**src/sensor_regs_pkg.sv**
```systemverilog
// Constants shared by the FIFO status, reset control, identity and coefficient registers.
// Assumes a single 10 MHz core clock and a byte-wide internal register port behind the serial front end.
package sensor_regs_pkg;

  // ****************************************
  // Register offsets
  // ****************************************
  localparam logic [7:0] ADDR_FIFO_CONFIG = 8'h09;
  localparam logic [7:0] ADDR_WATERMARK_CONFIG = 8'h0B;
  localparam logic [7:0] ADDR_FIFO_FILL_STATUS = 8'h0C;
  localparam logic [7:0] ADDR_FLUSH_AND_SOFT_RESET = 8'h0D;
  localparam logic [7:0] ADDR_PART_AND_REVISION_ID = 8'h1D;
  localparam logic [7:0] ADDR_TEMP_GAIN_COEFFICIENT = 8'h20;
  localparam logic [7:0] ADDR_TEMP_DELTA_COEFFICIENT = 8'h21;
  localparam logic [7:0] ADDR_TEMP_BASE_COEFFICIENT = 8'h22;
  localparam logic [7:0] ADDR_PRESS_COEFF_FIRST = 8'h26;
  localparam logic [7:0] ADDR_PRESS_COEFF_LAST = 8'h39;
  localparam int PRESS_COEFF_BYTES = 20;

  // ****************************************
  // Field positions and codes
  // ****************************************
  localparam int STS_LEVEL_LSB = 2;
  localparam int STS_FLAG_BIT = 1;
  localparam int STS_EMPTY_BIT = 0;
  localparam int RST_FLUSH_BIT = 7;
  localparam int CFG_SELECT_LSB = 4;
  localparam logic [3:0] SOFT_RESET_CONFIG = 4'h8;
  localparam logic [3:0] SOFT_RESET_FULL = 4'h9;
  localparam logic [3:0] SELECT_WATERMARK = 4'h4;
  localparam logic [3:0] SELECT_FIFO_FULL = 4'h8;
  localparam logic [5:0] FIFO_DEPTH = 6'h20;

  // ****************************************
  // Reset values and identity
  // ****************************************
  localparam logic [4:0] WATERMARK_RESET = 5'h1F;
  localparam logic [7:0] FIFO_CONFIG_RESET = 8'h00;
  localparam logic [7:0] READ_ZERO = 8'h00;
  localparam logic [3:0] PRODUCT_CODE = 4'h5; // Arbitrary value
  localparam logic [3:0] REVISION_CODE = 4'h1; // Arbitrary value

  // ****************************************
  // Timing
  // ****************************************
  localparam int CLK_PERIOD_NS = 100;
  localparam int REFRESH_NS = 250000;
  localparam int CONFIG_RESET_NS = 700000;
  localparam int FULL_RESET_NS = 3000000;
  localparam int REFRESH_CYCLES = REFRESH_NS / CLK_PERIOD_NS;
  localparam int CONFIG_RESET_CYCLES = (CONFIG_RESET_NS + CLK_PERIOD_NS - 1) / CLK_PERIOD_NS;
  localparam int FULL_RESET_CYCLES = (FULL_RESET_NS + CLK_PERIOD_NS - 1) / CLK_PERIOD_NS;
  localparam int REFRESH_W = 12;
  localparam int TIMER_W = 15;

  // Soft reset sequencer states
  typedef enum logic [1:0] {ST_IDLE, ST_CONFIG_RESET, ST_FULL_RESET} reset_state_t;

endpackage : sensor_regs_pkg

```
**src/sensor_fifo_status_reset_regs.sv**
```systemverilog
// FIFO status, flush/soft reset, identity and fused coefficient registers of the sensor.
// Assumes the serial front end presents byte reads and writes on the core clock and that
// the FIFO, measurement engine and fuse array sit on the same clock.
`timescale 1ns/1ns
`default_nettype none

// What this block does
// - Status bits 7:2 show how many results the FIFO holds.
// - Status bit 1 flags FIFO full or watermark reached, per selected source.
// - Outside a soft reset, full/threshold and empty flags refresh every 250 us, not instantly.
// - Status bit 0 is one when FIFO empty, zero otherwise.
// - Writing one to reset-control bit 7 flushes every FIFO entry.
// - Code 0b1000 resets configuration, keeps fuses, takes about 0.7 ms.
// - Code 0b1001 is a full reset with fuse reload, about 3 ms.
// - Identity bits 7:4 hold the revision number.
// - Identity bits 3:0 hold a fixed product code.
// - Three temperature coefficients sit read-only at 0x20 to 0x22.
// - Gain at 0x20; delta in 0x21 bits 7:1; base bit0 then 0x22.
// - Pressure coefficients are read-only at 0x26 to 0x39.
// - Watermark threshold is the five-bit code plus one.
// - Select code 0100 picks watermark, 1000 picks FIFO full.
module sensor_fifo_status_reset_regs
  import sensor_regs_pkg::*;
#(
  parameter int CONFIG_RESET_CYCLES_P = CONFIG_RESET_CYCLES,
  parameter int FULL_RESET_CYCLES_P = FULL_RESET_CYCLES
)
(
  // Clock and reset
  input wire logic clk_in,
  input wire logic rst_in,
  // Register port from the serial front end
  input wire logic [7:0] reg_addr_in,
  input wire logic reg_write_in,
  input wire logic [7:0] reg_wdata_in,
  input wire logic reg_read_in,
  output logic [7:0] reg_rdata_out,
  output logic reg_rvalid_out,
  // FIFO side
  input wire logic [5:0] fifo_fill_level_in,
  output logic fifo_flush_out,
  // Configuration toward FIFO and interrupt logic
  output logic [7:0] fifo_config_out,
  output logic [4:0] watermark_config_out,
  output logic soft_reset_busy_out,
  // Fuse array
  input wire logic [7:0] fuse_temp_gain_in,
  input wire logic [6:0] fuse_temp_delta_in,
  input wire logic [8:0] fuse_temp_base_in,
  input wire logic [8*PRESS_COEFF_BYTES-1:0] fuse_press_coeff_in,
  output logic fuse_reload_out
);

  // ****************************************
  // State
  // ****************************************
  reset_state_t state;
  reset_state_t next_state;
  logic [TIMER_W-1:0] timer;
  logic [TIMER_W-1:0] next_timer;
  logic [7:0] next_fifo_config;
  logic [4:0] next_watermark;
  logic [7:0] next_rdata;
  logic next_rvalid;
  logic next_flush;
  logic next_busy;
  logic next_reload;
  logic wr_reset_reg;
  logic flag_sampled;
  logic empty_sampled;
  logic [7:0] temp_gain;
  logic [6:0] temp_delta;
  logic [8:0] temp_base;
  logic [7:0] press_coeff [PRESS_COEFF_BYTES];
  logic [7:0] next_press_coeff [PRESS_COEFF_BYTES];
  logic [7:0] next_temp_gain;
  logic [6:0] next_temp_delta;
  logic [8:0] next_temp_base;
  logic [7:0] press_index;

  assign wr_reset_reg = reg_write_in && (reg_addr_in == ADDR_FLUSH_AND_SOFT_RESET) && !soft_reset_busy_out;
  assign press_index = reg_addr_in - ADDR_PRESS_COEFF_FIRST;

  // ****************************************
  // Flag refresh
  // ****************************************
  status_flag_refresh u_flags (
    .clk_in(clk_in),
    .rst_in(rst_in),
    .fill_level_in(fifo_fill_level_in),
    .watermark_level_in(watermark_config_out),
    .source_select_in(fifo_config_out[CFG_SELECT_LSB +: 4]),
    .force_empty_in(soft_reset_busy_out),
    .full_or_threshold_flag_out(flag_sampled),
    .empty_flag_out(empty_sampled)
  );

  // Register writes, read answers and the soft reset sequencer
  always_comb
  begin
    next_state = state;
    next_timer = timer;
    next_fifo_config = fifo_config_out;
    next_watermark = watermark_config_out;
    next_flush = 1'b0;
    next_reload = 1'b0;
    next_rvalid = reg_read_in;
    next_rdata = READ_ZERO;
    case (state)
      ST_IDLE:
      begin
        next_timer = '0;
        if (reg_write_in && (reg_addr_in == ADDR_FIFO_CONFIG))
          next_fifo_config = reg_wdata_in;
        if (reg_write_in && (reg_addr_in == ADDR_WATERMARK_CONFIG))
          next_watermark = reg_wdata_in[4:0];
        if (wr_reset_reg)
        begin
          next_flush = reg_wdata_in[RST_FLUSH_BIT];
          // Other codes are left alone; the host is trusted to use only the two defined ones
          if (reg_wdata_in[3:0] == SOFT_RESET_CONFIG)
          begin
            next_state = ST_CONFIG_RESET;
            next_fifo_config = FIFO_CONFIG_RESET;
            next_watermark = WATERMARK_RESET;
            next_flush = 1'b1;
          end
          else if (reg_wdata_in[3:0] == SOFT_RESET_FULL)
          begin
            next_state = ST_FULL_RESET;
            next_fifo_config = FIFO_CONFIG_RESET;
            next_watermark = WATERMARK_RESET;
            next_flush = 1'b1;
            next_reload = 1'b1;
          end
        end
      end
      ST_CONFIG_RESET:
      begin
        // Writes are dropped here; the FIFO is held flushed until the end
        next_flush = 1'b1;
        next_timer = timer + 1'b1;
        if (timer == TIMER_W'(CONFIG_RESET_CYCLES_P - 1))
          next_state = ST_IDLE;
      end
      ST_FULL_RESET:
      begin
        next_flush = 1'b1;
        next_timer = timer + 1'b1;
        if (timer == TIMER_W'(FULL_RESET_CYCLES_P - 1))
          next_state = ST_IDLE;
      end
      default:
      begin
        next_state = ST_IDLE;
      end
    endcase
    next_busy = (next_state != ST_IDLE);
    // Read decode; unmapped and write-only addresses answer zero
    if (reg_read_in)
    begin
      if (reg_addr_in == ADDR_FIFO_CONFIG)
        next_rdata = fifo_config_out;
      else if (reg_addr_in == ADDR_WATERMARK_CONFIG)
        next_rdata = {3'b000, watermark_config_out};
      else if (reg_addr_in == ADDR_FIFO_FILL_STATUS)
      begin
        next_rdata[7:STS_LEVEL_LSB] = soft_reset_busy_out ? 6'h00 : fifo_fill_level_in;
        next_rdata[STS_FLAG_BIT] = flag_sampled;
        next_rdata[STS_EMPTY_BIT] = empty_sampled;
      end
      else if (reg_addr_in == ADDR_FLUSH_AND_SOFT_RESET)
        next_rdata = READ_ZERO;
      else if (reg_addr_in == ADDR_PART_AND_REVISION_ID)
        next_rdata = {REVISION_CODE, PRODUCT_CODE};
      else if (reg_addr_in == ADDR_TEMP_GAIN_COEFFICIENT)
        next_rdata = temp_gain;
      else if (reg_addr_in == ADDR_TEMP_DELTA_COEFFICIENT)
        next_rdata = {temp_delta, temp_base[0]};
      else if (reg_addr_in == ADDR_TEMP_BASE_COEFFICIENT)
        next_rdata = temp_base[8:1];
      else if ((reg_addr_in >= ADDR_PRESS_COEFF_FIRST) && (reg_addr_in <= ADDR_PRESS_COEFF_LAST))
        next_rdata = press_coeff[press_index[4:0]];
    end
  end

  // Control registers; outside a soft reset the flush output is a one-cycle pulse, so the control register keeps nothing
  always_ff @(posedge clk_in or posedge rst_in)
  begin
    if (rst_in)
    begin
      state <= ST_IDLE;
      timer <= '0;
      fifo_config_out <= FIFO_CONFIG_RESET;
      watermark_config_out <= WATERMARK_RESET;
      reg_rdata_out <= READ_ZERO;
      reg_rvalid_out <= 1'b0;
      fifo_flush_out <= 1'b0;
      soft_reset_busy_out <= 1'b0;
      fuse_reload_out <= 1'b1;
    end
    else
    begin
      state <= next_state;
      timer <= next_timer;
      fifo_config_out <= next_fifo_config;
      watermark_config_out <= next_watermark;
      reg_rdata_out <= next_rdata;
      reg_rvalid_out <= next_rvalid;
      fifo_flush_out <= next_flush;
      soft_reset_busy_out <= next_busy;
      fuse_reload_out <= next_reload;
    end
  end

  // ****************************************
  // Fused coefficient shadows
  // ****************************************
  // Loaded once after power-on and again on a full reset; a config reset leaves them alone
  always_comb
  begin
    next_temp_gain = temp_gain;
    next_temp_delta = temp_delta;
    next_temp_base = temp_base;
    if (fuse_reload_out)
    begin
      next_temp_gain = fuse_temp_gain_in;
      next_temp_delta = fuse_temp_delta_in;
      next_temp_base = fuse_temp_base_in;
    end
  end

  // Temperature shadow registers
  always_ff @(posedge clk_in or posedge rst_in)
  begin
    if (rst_in)
    begin
      temp_gain <= 8'h00;
      temp_delta <= 7'h00;
      temp_base <= 9'h000;
    end
    else
    begin
      temp_gain <= next_temp_gain;
      temp_delta <= next_temp_delta;
      temp_base <= next_temp_base;
    end
  end

  genvar gi;
  generate
    for (gi = 0; gi < PRESS_COEFF_BYTES; gi++)
    begin : g_press
      assign next_press_coeff[gi] = fuse_reload_out ? fuse_press_coeff_in[8*gi +: 8] : press_coeff[gi];
      always_ff @(posedge clk_in or posedge rst_in)
      begin
        if (rst_in)
          press_coeff[gi] <= 8'h00;
        else
          press_coeff[gi] <= next_press_coeff[gi];
      end
    end
  endgenerate
endmodule : sensor_fifo_status_reset_regs

`default_nettype wire

```
**src/status_flag_refresh.sv**
```systemverilog
// Periodic sampler for the full/threshold flag and the empty flag of the FIFO status byte.
// Assumes fill level and configuration arrive from logic on the same clock.
`timescale 1ns/1ns
`default_nettype none

module status_flag_refresh
  import sensor_regs_pkg::*;
(
  // Clock and reset
  input wire logic clk_in,
  input wire logic rst_in,
  // Live FIFO state and configuration
  input wire logic [5:0] fill_level_in,
  input wire logic [4:0] watermark_level_in,
  input wire logic [3:0] source_select_in,
  input wire logic force_empty_in,
  // Sampled flags
  output logic full_or_threshold_flag_out,
  output logic empty_flag_out
);

  logic [REFRESH_W-1:0] tick_count;
  logic [REFRESH_W-1:0] next_tick_count;
  logic next_flag;
  logic next_empty;
  logic live_flag;

  // Flags move only on the refresh tick or a forced empty, so a read can lag the FIFO by one period
  always_comb
  begin
    live_flag = 1'b0;
    if (source_select_in == SELECT_WATERMARK)
      live_flag = ({1'b0, fill_level_in} >= ({2'b00, watermark_level_in} + 7'h01));
    else if (source_select_in == SELECT_FIFO_FULL)
      live_flag = (fill_level_in >= FIFO_DEPTH);
    next_tick_count = tick_count + 1'b1;
    next_flag = full_or_threshold_flag_out;
    next_empty = empty_flag_out;
    if (tick_count == REFRESH_W'(REFRESH_CYCLES - 1))
    begin
      next_tick_count = '0;
      next_flag = live_flag;
      next_empty = (fill_level_in == 6'h00);
    end
    // A soft reset shows an empty FIFO at once rather than a period later
    if (force_empty_in)
    begin
      next_flag = 1'b0;
      next_empty = 1'b1;
    end
  end

  // Tick counter and flag registers
  always_ff @(posedge clk_in or posedge rst_in)
  begin
    if (rst_in)
    begin
      tick_count <= '0;
      full_or_threshold_flag_out <= 1'b0;
      empty_flag_out <= 1'b1;
    end
    else
    begin
      tick_count <= next_tick_count;
      full_or_threshold_flag_out <= next_flag;
      empty_flag_out <= next_empty;
    end
  end
endmodule : status_flag_refresh

`default_nettype wire
```
**config.mk**
```make
export PLATFORM = sky130hd
export DESIGN_NAME = sensor_fifo_status_reset_regs
export DESIGN_NICKNAME = d
export VERILOG_FILES = /design/src/sensor_regs_pkg.sv /design/src/sensor_fifo_status_reset_regs.sv /design/src/status_flag_refresh.sv
export SDC_FILE = /design/constraint.sdc
export NUM_CORES = 1
export LEC_CHECK = 0
export BUFFER_PORTS_ARGS = -buffer_cell sky130_fd_sc_hd__buf_2
export CORE_ASPECT_RATIO = 0.6
export CORE_MARGIN = 10
export CORE_UTILIZATION = 30
export CTS_BUF_LIST = sky130_fd_sc_hd__clkbuf_4
export DETAILED_ROUTE_END_ITERATION = 16
export PLACE_DENSITY = 0.58
export REMOVE_ABC_BUFFERS = 1
export SYNTH_ARGS = -nofsm -noshare
export SYNTH_HDL_FRONTEND = slang
export SYNTH_SLANG_ARGS = --single-unit
```
**constraint.sdc**
```tcl
create_clock -name clk_in -period 8.5 [get_ports clk_in]
set_clock_uncertainty 0.15 [all_clocks]
set_input_delay 1.7 -clock clk_in [delete_from_list [all_inputs] [get_ports clk_in]]
set_output_delay 1.7 -clock clk_in [all_outputs]
set_load 0.005 [all_outputs]
```
# Word level (Yosys, flattened, before mapping)
# Cells that the tools add are included.
# totals
out_inout_bits	25
reg_bits	240
word_cells	118
in_bits	210
# classes
addsub	4
eq_ne	17
reduce_logical	12
n_mux	44
bitwise	1
order_cmp	5
# op_table
operator	count
$mux W8	16
$bmux W8 S5	1
$eq A8 B4 Y1 const B	4
$pmux W15 S2	1
$eq A8 B6 Y1 const B	3
$mux W5	4
$add A15 B1 Y15 const B	1
$eq A15 B13 Y1 const B	1
$eq A15 B15 Y1 const B	1
$mux W1	13
$add A12 B1 Y12 const B	1
$eq A12 B12 Y1 const B	1
$eq A4 B4 Y1 const B	3
$ge A6 B6 Y1 const B	2
$mux W12	1
$mux W2	5
$eq A8 B5 Y1 const B	1
$ge A8 B6 Y1 const B	1
$le A8 B6 Y1 const B	1
$ge A6 B7 Y1	1
$add A5 B1 Y6 const B	1
$logic_not A6 Y1	1
$mux W6	1
$not A5 Y6	1
11 further kinds	17

# Longest topological paths before layout
# depth
ltp_word	15
depth_mapped	10

# Cells and area by module
# A second synthesis with hierarchy kept.
# unflattened
hier_cells	868
hier_area_um2	11559.8
# by_module_without_submodules
mod	cells_each	area_per_inst_um2	seq_area_each_um2	n_inst
sensor_fifo_status_reset_regs	782	10686.5	5662.9	1
status_flag_refresh	86	873.3	351.6	1

# Worst setup path after synthesis
# No wires, ideal clock.
# synth_path
path_type	input to register
start	input reg_addr_in[1]
end	register reg_rdata_out[6]
t_arrival_ps	3221
cell_stages	8
setup_slack_ps	5006
setup_time_ps	123
path_buffers	2
path_cell_list	ha_1 buf_2 clkbuf_1 mux4_2 mux2i_1 o22ai_1 o21ai_0 nand2_1
# synth_between
elab_chain_cells	15
elab_cells_between_ends	26
# synth_lines
element	line_no	source
start, declared	sensor_fifo_status_reset_regs.sv:33	input wire logic [7:0] reg_addr_in,
$sub A5 B3 Y5	sensor_fifo_status_reset_regs.sv:82	assign press_index = reg_addr_in - ADDR_PRESS_COEFF_FIRST;
$not A5 Y6 (implied by the code)	sensor_fifo_status_reset_regs.sv:183	next_rdata = press_coeff[press_index[4:0]];
$bmux W8 S5	sensor_fifo_status_reset_regs.sv:183	
$mux W8 (implied by the code) (2 in a row)	sensor_fifo_status_reset_regs.sv:183	
$mux W8	sensor_fifo_status_reset_regs.sv:182	else if ((reg_addr_in >= ADDR_PRESS_COEFF_FIRST) && (reg_addr_in <= ADDR_PRESS_COEFF_LAST))
$mux W8	sensor_fifo_status_reset_regs.sv:180	else if (reg_addr_in == ADDR_TEMP_BASE_COEFFICIENT)
$mux W8	sensor_fifo_status_reset_regs.sv:178	else if (reg_addr_in == ADDR_TEMP_DELTA_COEFFICIENT)
$mux W8	sensor_fifo_status_reset_regs.sv:176	else if (reg_addr_in == ADDR_TEMP_GAIN_COEFFICIENT)
$mux W8	sensor_fifo_status_reset_regs.sv:174	else if (reg_addr_in == ADDR_PART_AND_REVISION_ID)
$mux W8	sensor_fifo_status_reset_regs.sv:172	else if (reg_addr_in == ADDR_FLUSH_AND_SOFT_RESET)
$mux W8	sensor_fifo_status_reset_regs.sv:166	else if (reg_addr_in == ADDR_FIFO_FILL_STATUS)
$mux W8	sensor_fifo_status_reset_regs.sv:164	else if (reg_addr_in == ADDR_WATERMARK_CONFIG)
$mux W8 *	sensor_fifo_status_reset_regs.sv:162	if (reg_addr_in == ADDR_FIFO_CONFIG)
$mux W8 *	sensor_fifo_status_reset_regs.sv:160	if (reg_read_in)
via next_rdata[6]	sensor_fifo_status_reset_regs.sv:63	logic [7:0] next_rdata;
end signal, assigned	sensor_fifo_status_reset_regs.sv:208	reg_rdata_out <= next_rdata;
end, declared	sensor_fifo_status_reset_regs.sv:37	output logic [7:0] reg_rdata_out,
# The timed path passes the listed nets; every way through them passes the cells marked *. The select of a mux whose other input is x is not followed.
# A chain may end at the register's enable or synchronous reset.

# Worst setup path after layout
# layout_path
start	register fuse_reload_out
end	output fuse_reload_out
# layout_lines
element	line_no	source
start, declared	sensor_fifo_status_reset_regs.sv:51	output logic fuse_reload_out
start signal, assigned	sensor_fifo_status_reset_regs.sv:212	fuse_reload_out <= next_reload;
# No word-level cell between the ends.

==> key figures <==
Outcome
  – Status: complete, no violations

Drt
  – DR WL/cell: 21.0 um
  – Drt total wl: 35500 um
  – Via count: 8097
  – DR vias/cell: 4.80
  – Drt pass-1 iters: 5
  – Antenna Nets Post-Route: 0
  – Drt drc: 0
  – DRT iter0 DRCs: 426

Worst setup path
  – Worst Path Required: 6.65 ns
  – Worst reg2reg setup slack: 5.05 ns
  – Peak per-stage delay on the critical path: 1.16 ns
  – Worst-case reg-to-reg path depth: 3
  – Startpoint Class: register
  – Cell Chain, Critical Path: buf_2
  – Worst reg2reg path startpoint: fuse_reload_out
  – CP bufs+invs: 1
  – CP max FO: 69
  – Kind of critical path: register to output pin
  – Crit-path leading delay family: flip-flops
  – Crit Reg-Reg Endpoint: press_coeff[27]
  – CP Capture Type: output pin
  – Slowest cell on the critical path: dfstp_4
  – Crit path DAT: 2.16 ns

Floorplanning
  – Rows: 55
  – Die area: 46700 um^2
  – Placeable Area: 37700 um^2
  – Die X: 272 um
  – Initial Utilization: 0.304
  – I/O pin cnt: 235
  – Die Ht: 171 um

Min path
  – Min-Delay Path Depth: 1
  – Hold path startpoint: u_flags.tick_count[5]
  – WHS Endpoint: u_flags.tick_count[5]
  – Min-delay worst type: register to register

Clocking
  – Worst skew pair latency: 0.73 ns
  – # clock sinks: 240
  – H-tree depth: 3
  – PostCTS Resize Cnt: 0
  – CTS tree: yes
  – CTS buffer count: 67
  – CTS Root Cell: clkbuf_4
  – Post CTS Setup Buffer Count: 0
  – Clk slew on worst S/H paths: 0.07 ns
  – Max Buffers Root-to-Sink: 3
  – CTS Hold Bufs: 0

STA
  – RSZ-0062 raised after global routing: false
  – Hold_ws: 0.341 ns
  – Setup_tns: 0 ns
  – Fmax: 250 MHz
  – Final setup viols: 0
  – Max-slew violation count: 0
  – Tcrit/Tclk final: 0.471
  – Worst slew margin: 0.385
  – Final hold vios: 0
  – Worst Tran Pin Value: 0.923 ns
  – Min Tclk post-route: 4.01 ns

Global routing
  – Largest net degree at the start of global routing: 122
  – GR Overflow Total: 0
  – First-pass GRT wire length: 53500 um
  – GRT Resource Usage Total: 0.151
  – Vias in the first global route: 8804
  – Initial antenna violation count: 8

Yosys
  – #FFs+latches synth: 240
  – Top cell type by total area after synthesis: dfrtp_1
  – EDFF count, synth: 0
  – Post-synthesis sequential area ratio: 0.524
  – Post-synthesis average cell area: 13.3 um^2
  – Yosys cell types: 66
  – Top cell type's share of synthesized area: 0.508
  – Synth warn: 0
  – Syn Inst Count: 865
  – Mapped cell area: 11500 um^2
  – Largest cells by area after synthesis: dfrtp_1, mux2_2, mux4_2, mux2i_1, nand2_1
  – Most used DFF post-synth: dfrtp_1
  – Synth async-reset ratio: 1.00

Final layout
  – Fraction of layout cells with a size suffix above 1: 0.503
  – Layout net count: 1353
  – Area grow syn2layout: 21.7%
  – Commonest cells after routing, fill and taps aside: dfrtp_1, buf_2, mux2_2, clkbuf_4, nand2_1
  – # fillers: 3833

Pwr
  – Leakage: 6.90 nW
  – Peak VDD IR: 0.0000790 V
  – Power density over cell area: 174 nW/um^2

Placed design
  – Post-DP HPWL: 25900 um
  – GPL Wtd Cong: 0.839
  – I/O Buffers: 234

Flow run
  – Max-cap violations: 0
-- cell type report --
type	instances	area, um^2	area share
flip-flops and latches	240	6020	0.431
multi-input cells	562	5160	0.369
repair buffers	240	1220	0.0873
clock buffers	93	698	0.0500
well taps	513	642	0.0460
clock inverters	16	139	0.00995
inverters	18	75.1	0.00538
diodes	6	15.0	0.00108
-- where the power goes --
part / internal [mW] / switching, mW
clock network: 0.592 / 0.512
logic: 0.0687 / 0.0965
registers: 1.15 / 0.0106
-- sequential cells by signal, summed over array words and instances (netlist names), 2 cells and up --
signal / flops
fifo_config_out: 8
press_coeff: 160
reg_rdata_out: 8
state: 2
temp_base: 9
temp_delta: 7
temp_gain: 8
timer: 15
u_flags.tick_count: 12
watermark_config_out: 5
-- synth_stat cells, types with 3 or more instances --
| library cell | count |
|---|---|
| o22ai_1 | 9 |
| a221oi_1 | 3 |
| o21ai_0 | 25 |
| ha_1 | 14 |
| or3_1 | 3 |
| nor2b_1 | 7 |
| dfrtp_1 | 233 |
| inv_1 | 18 |
| mux2_2 | 187 |
| o221ai_1 | 3 |
| xnor2_1 | 11 |
| and2_1 | 6 |
| buf_2 | 11 |
| clkbuf_1 | 24 |
| nand2_1 | 53 |
| buf_6 | 3 |
| and3_1 | 7 |
| a211oi_1 | 4 |
| nand3_1 | 24 |
| xor2_1 | 12 |
| nand2b_1 | 3 |
| mux2i_1 | 28 |
| dfstp_2 | 7 |
| nor4b_1 | 4 |
| buf_4 | 4 |
| nor2_1 | 45 |
| nor3_1 | 4 |
| a22o_1 | 4 |
| mux4_2 | 38 |
| a21oi_1 | 25 |
-- per-layer routing --
layer / GRT usage / wire length (um) / vias to the layer above
li1: - / - / 3726
met1: 0.194 / 16000 / 4065
met2: 0.234 / 16200 / 238
met3: 0.0576 / 2560 / 62
met4: 0.0424 / 664 / 6
met5: 0 / 47 / -
-- worst max path at each step --
stage          slack [ns]  cells after the start       startpoint            endpoint
6_report             4.49                      1  fuse_reload_out     fuse_reload_out
5_1_grt              4.31                      1  fuse_reload_out     fuse_reload_out
3_3_place_gp         3.94                      8   reg_addr_in[1]    reg_rdata_out[5]
3_5_place_dp         3.89                      8   reg_addr_in[1]    reg_rdata_out[5]
4_1_cts              4.36                      1  fuse_reload_out     fuse_reload_out
2_1_floorplan        0.07                      1           rst_in  fifo_config_out[0]
-- per-stage QoR --
stage | cell area [um^2] | util | std cells | setup WS [ns] | power, mW
finish | 14000 | 0.370 | 1688 | 4.49 | 2.43
global route | 14000 | 0.370 | 1684 | 4.31 | 2.57
CTS | 13900 | 0.370 | 1682 | 4.36 | 2.49
detailed placement | 13100 | 0.348 | 1573 | 3.89 | 1.36
global placement | 13100 | 0.348 | 1573 | 3.94 | 1.35
floorplan | 11200 | - | 820 | 0.0735 | 1.25
-- kinds of logic (layout without fill, tap and decap cells) --
group	after synthesis	after routing	share of synthesized area
fa+ha+maj	14	14	0.0153
flops	240	240	0.524
compound gates	90	90	0.0495
mux	253	253	0.283
xor+xnor	25	25	0.0204
simple gates	180	180	0.0815
other cells	0	6	0
buf+inv	63	367	0.0265
(Power assumes the default switching activity.)
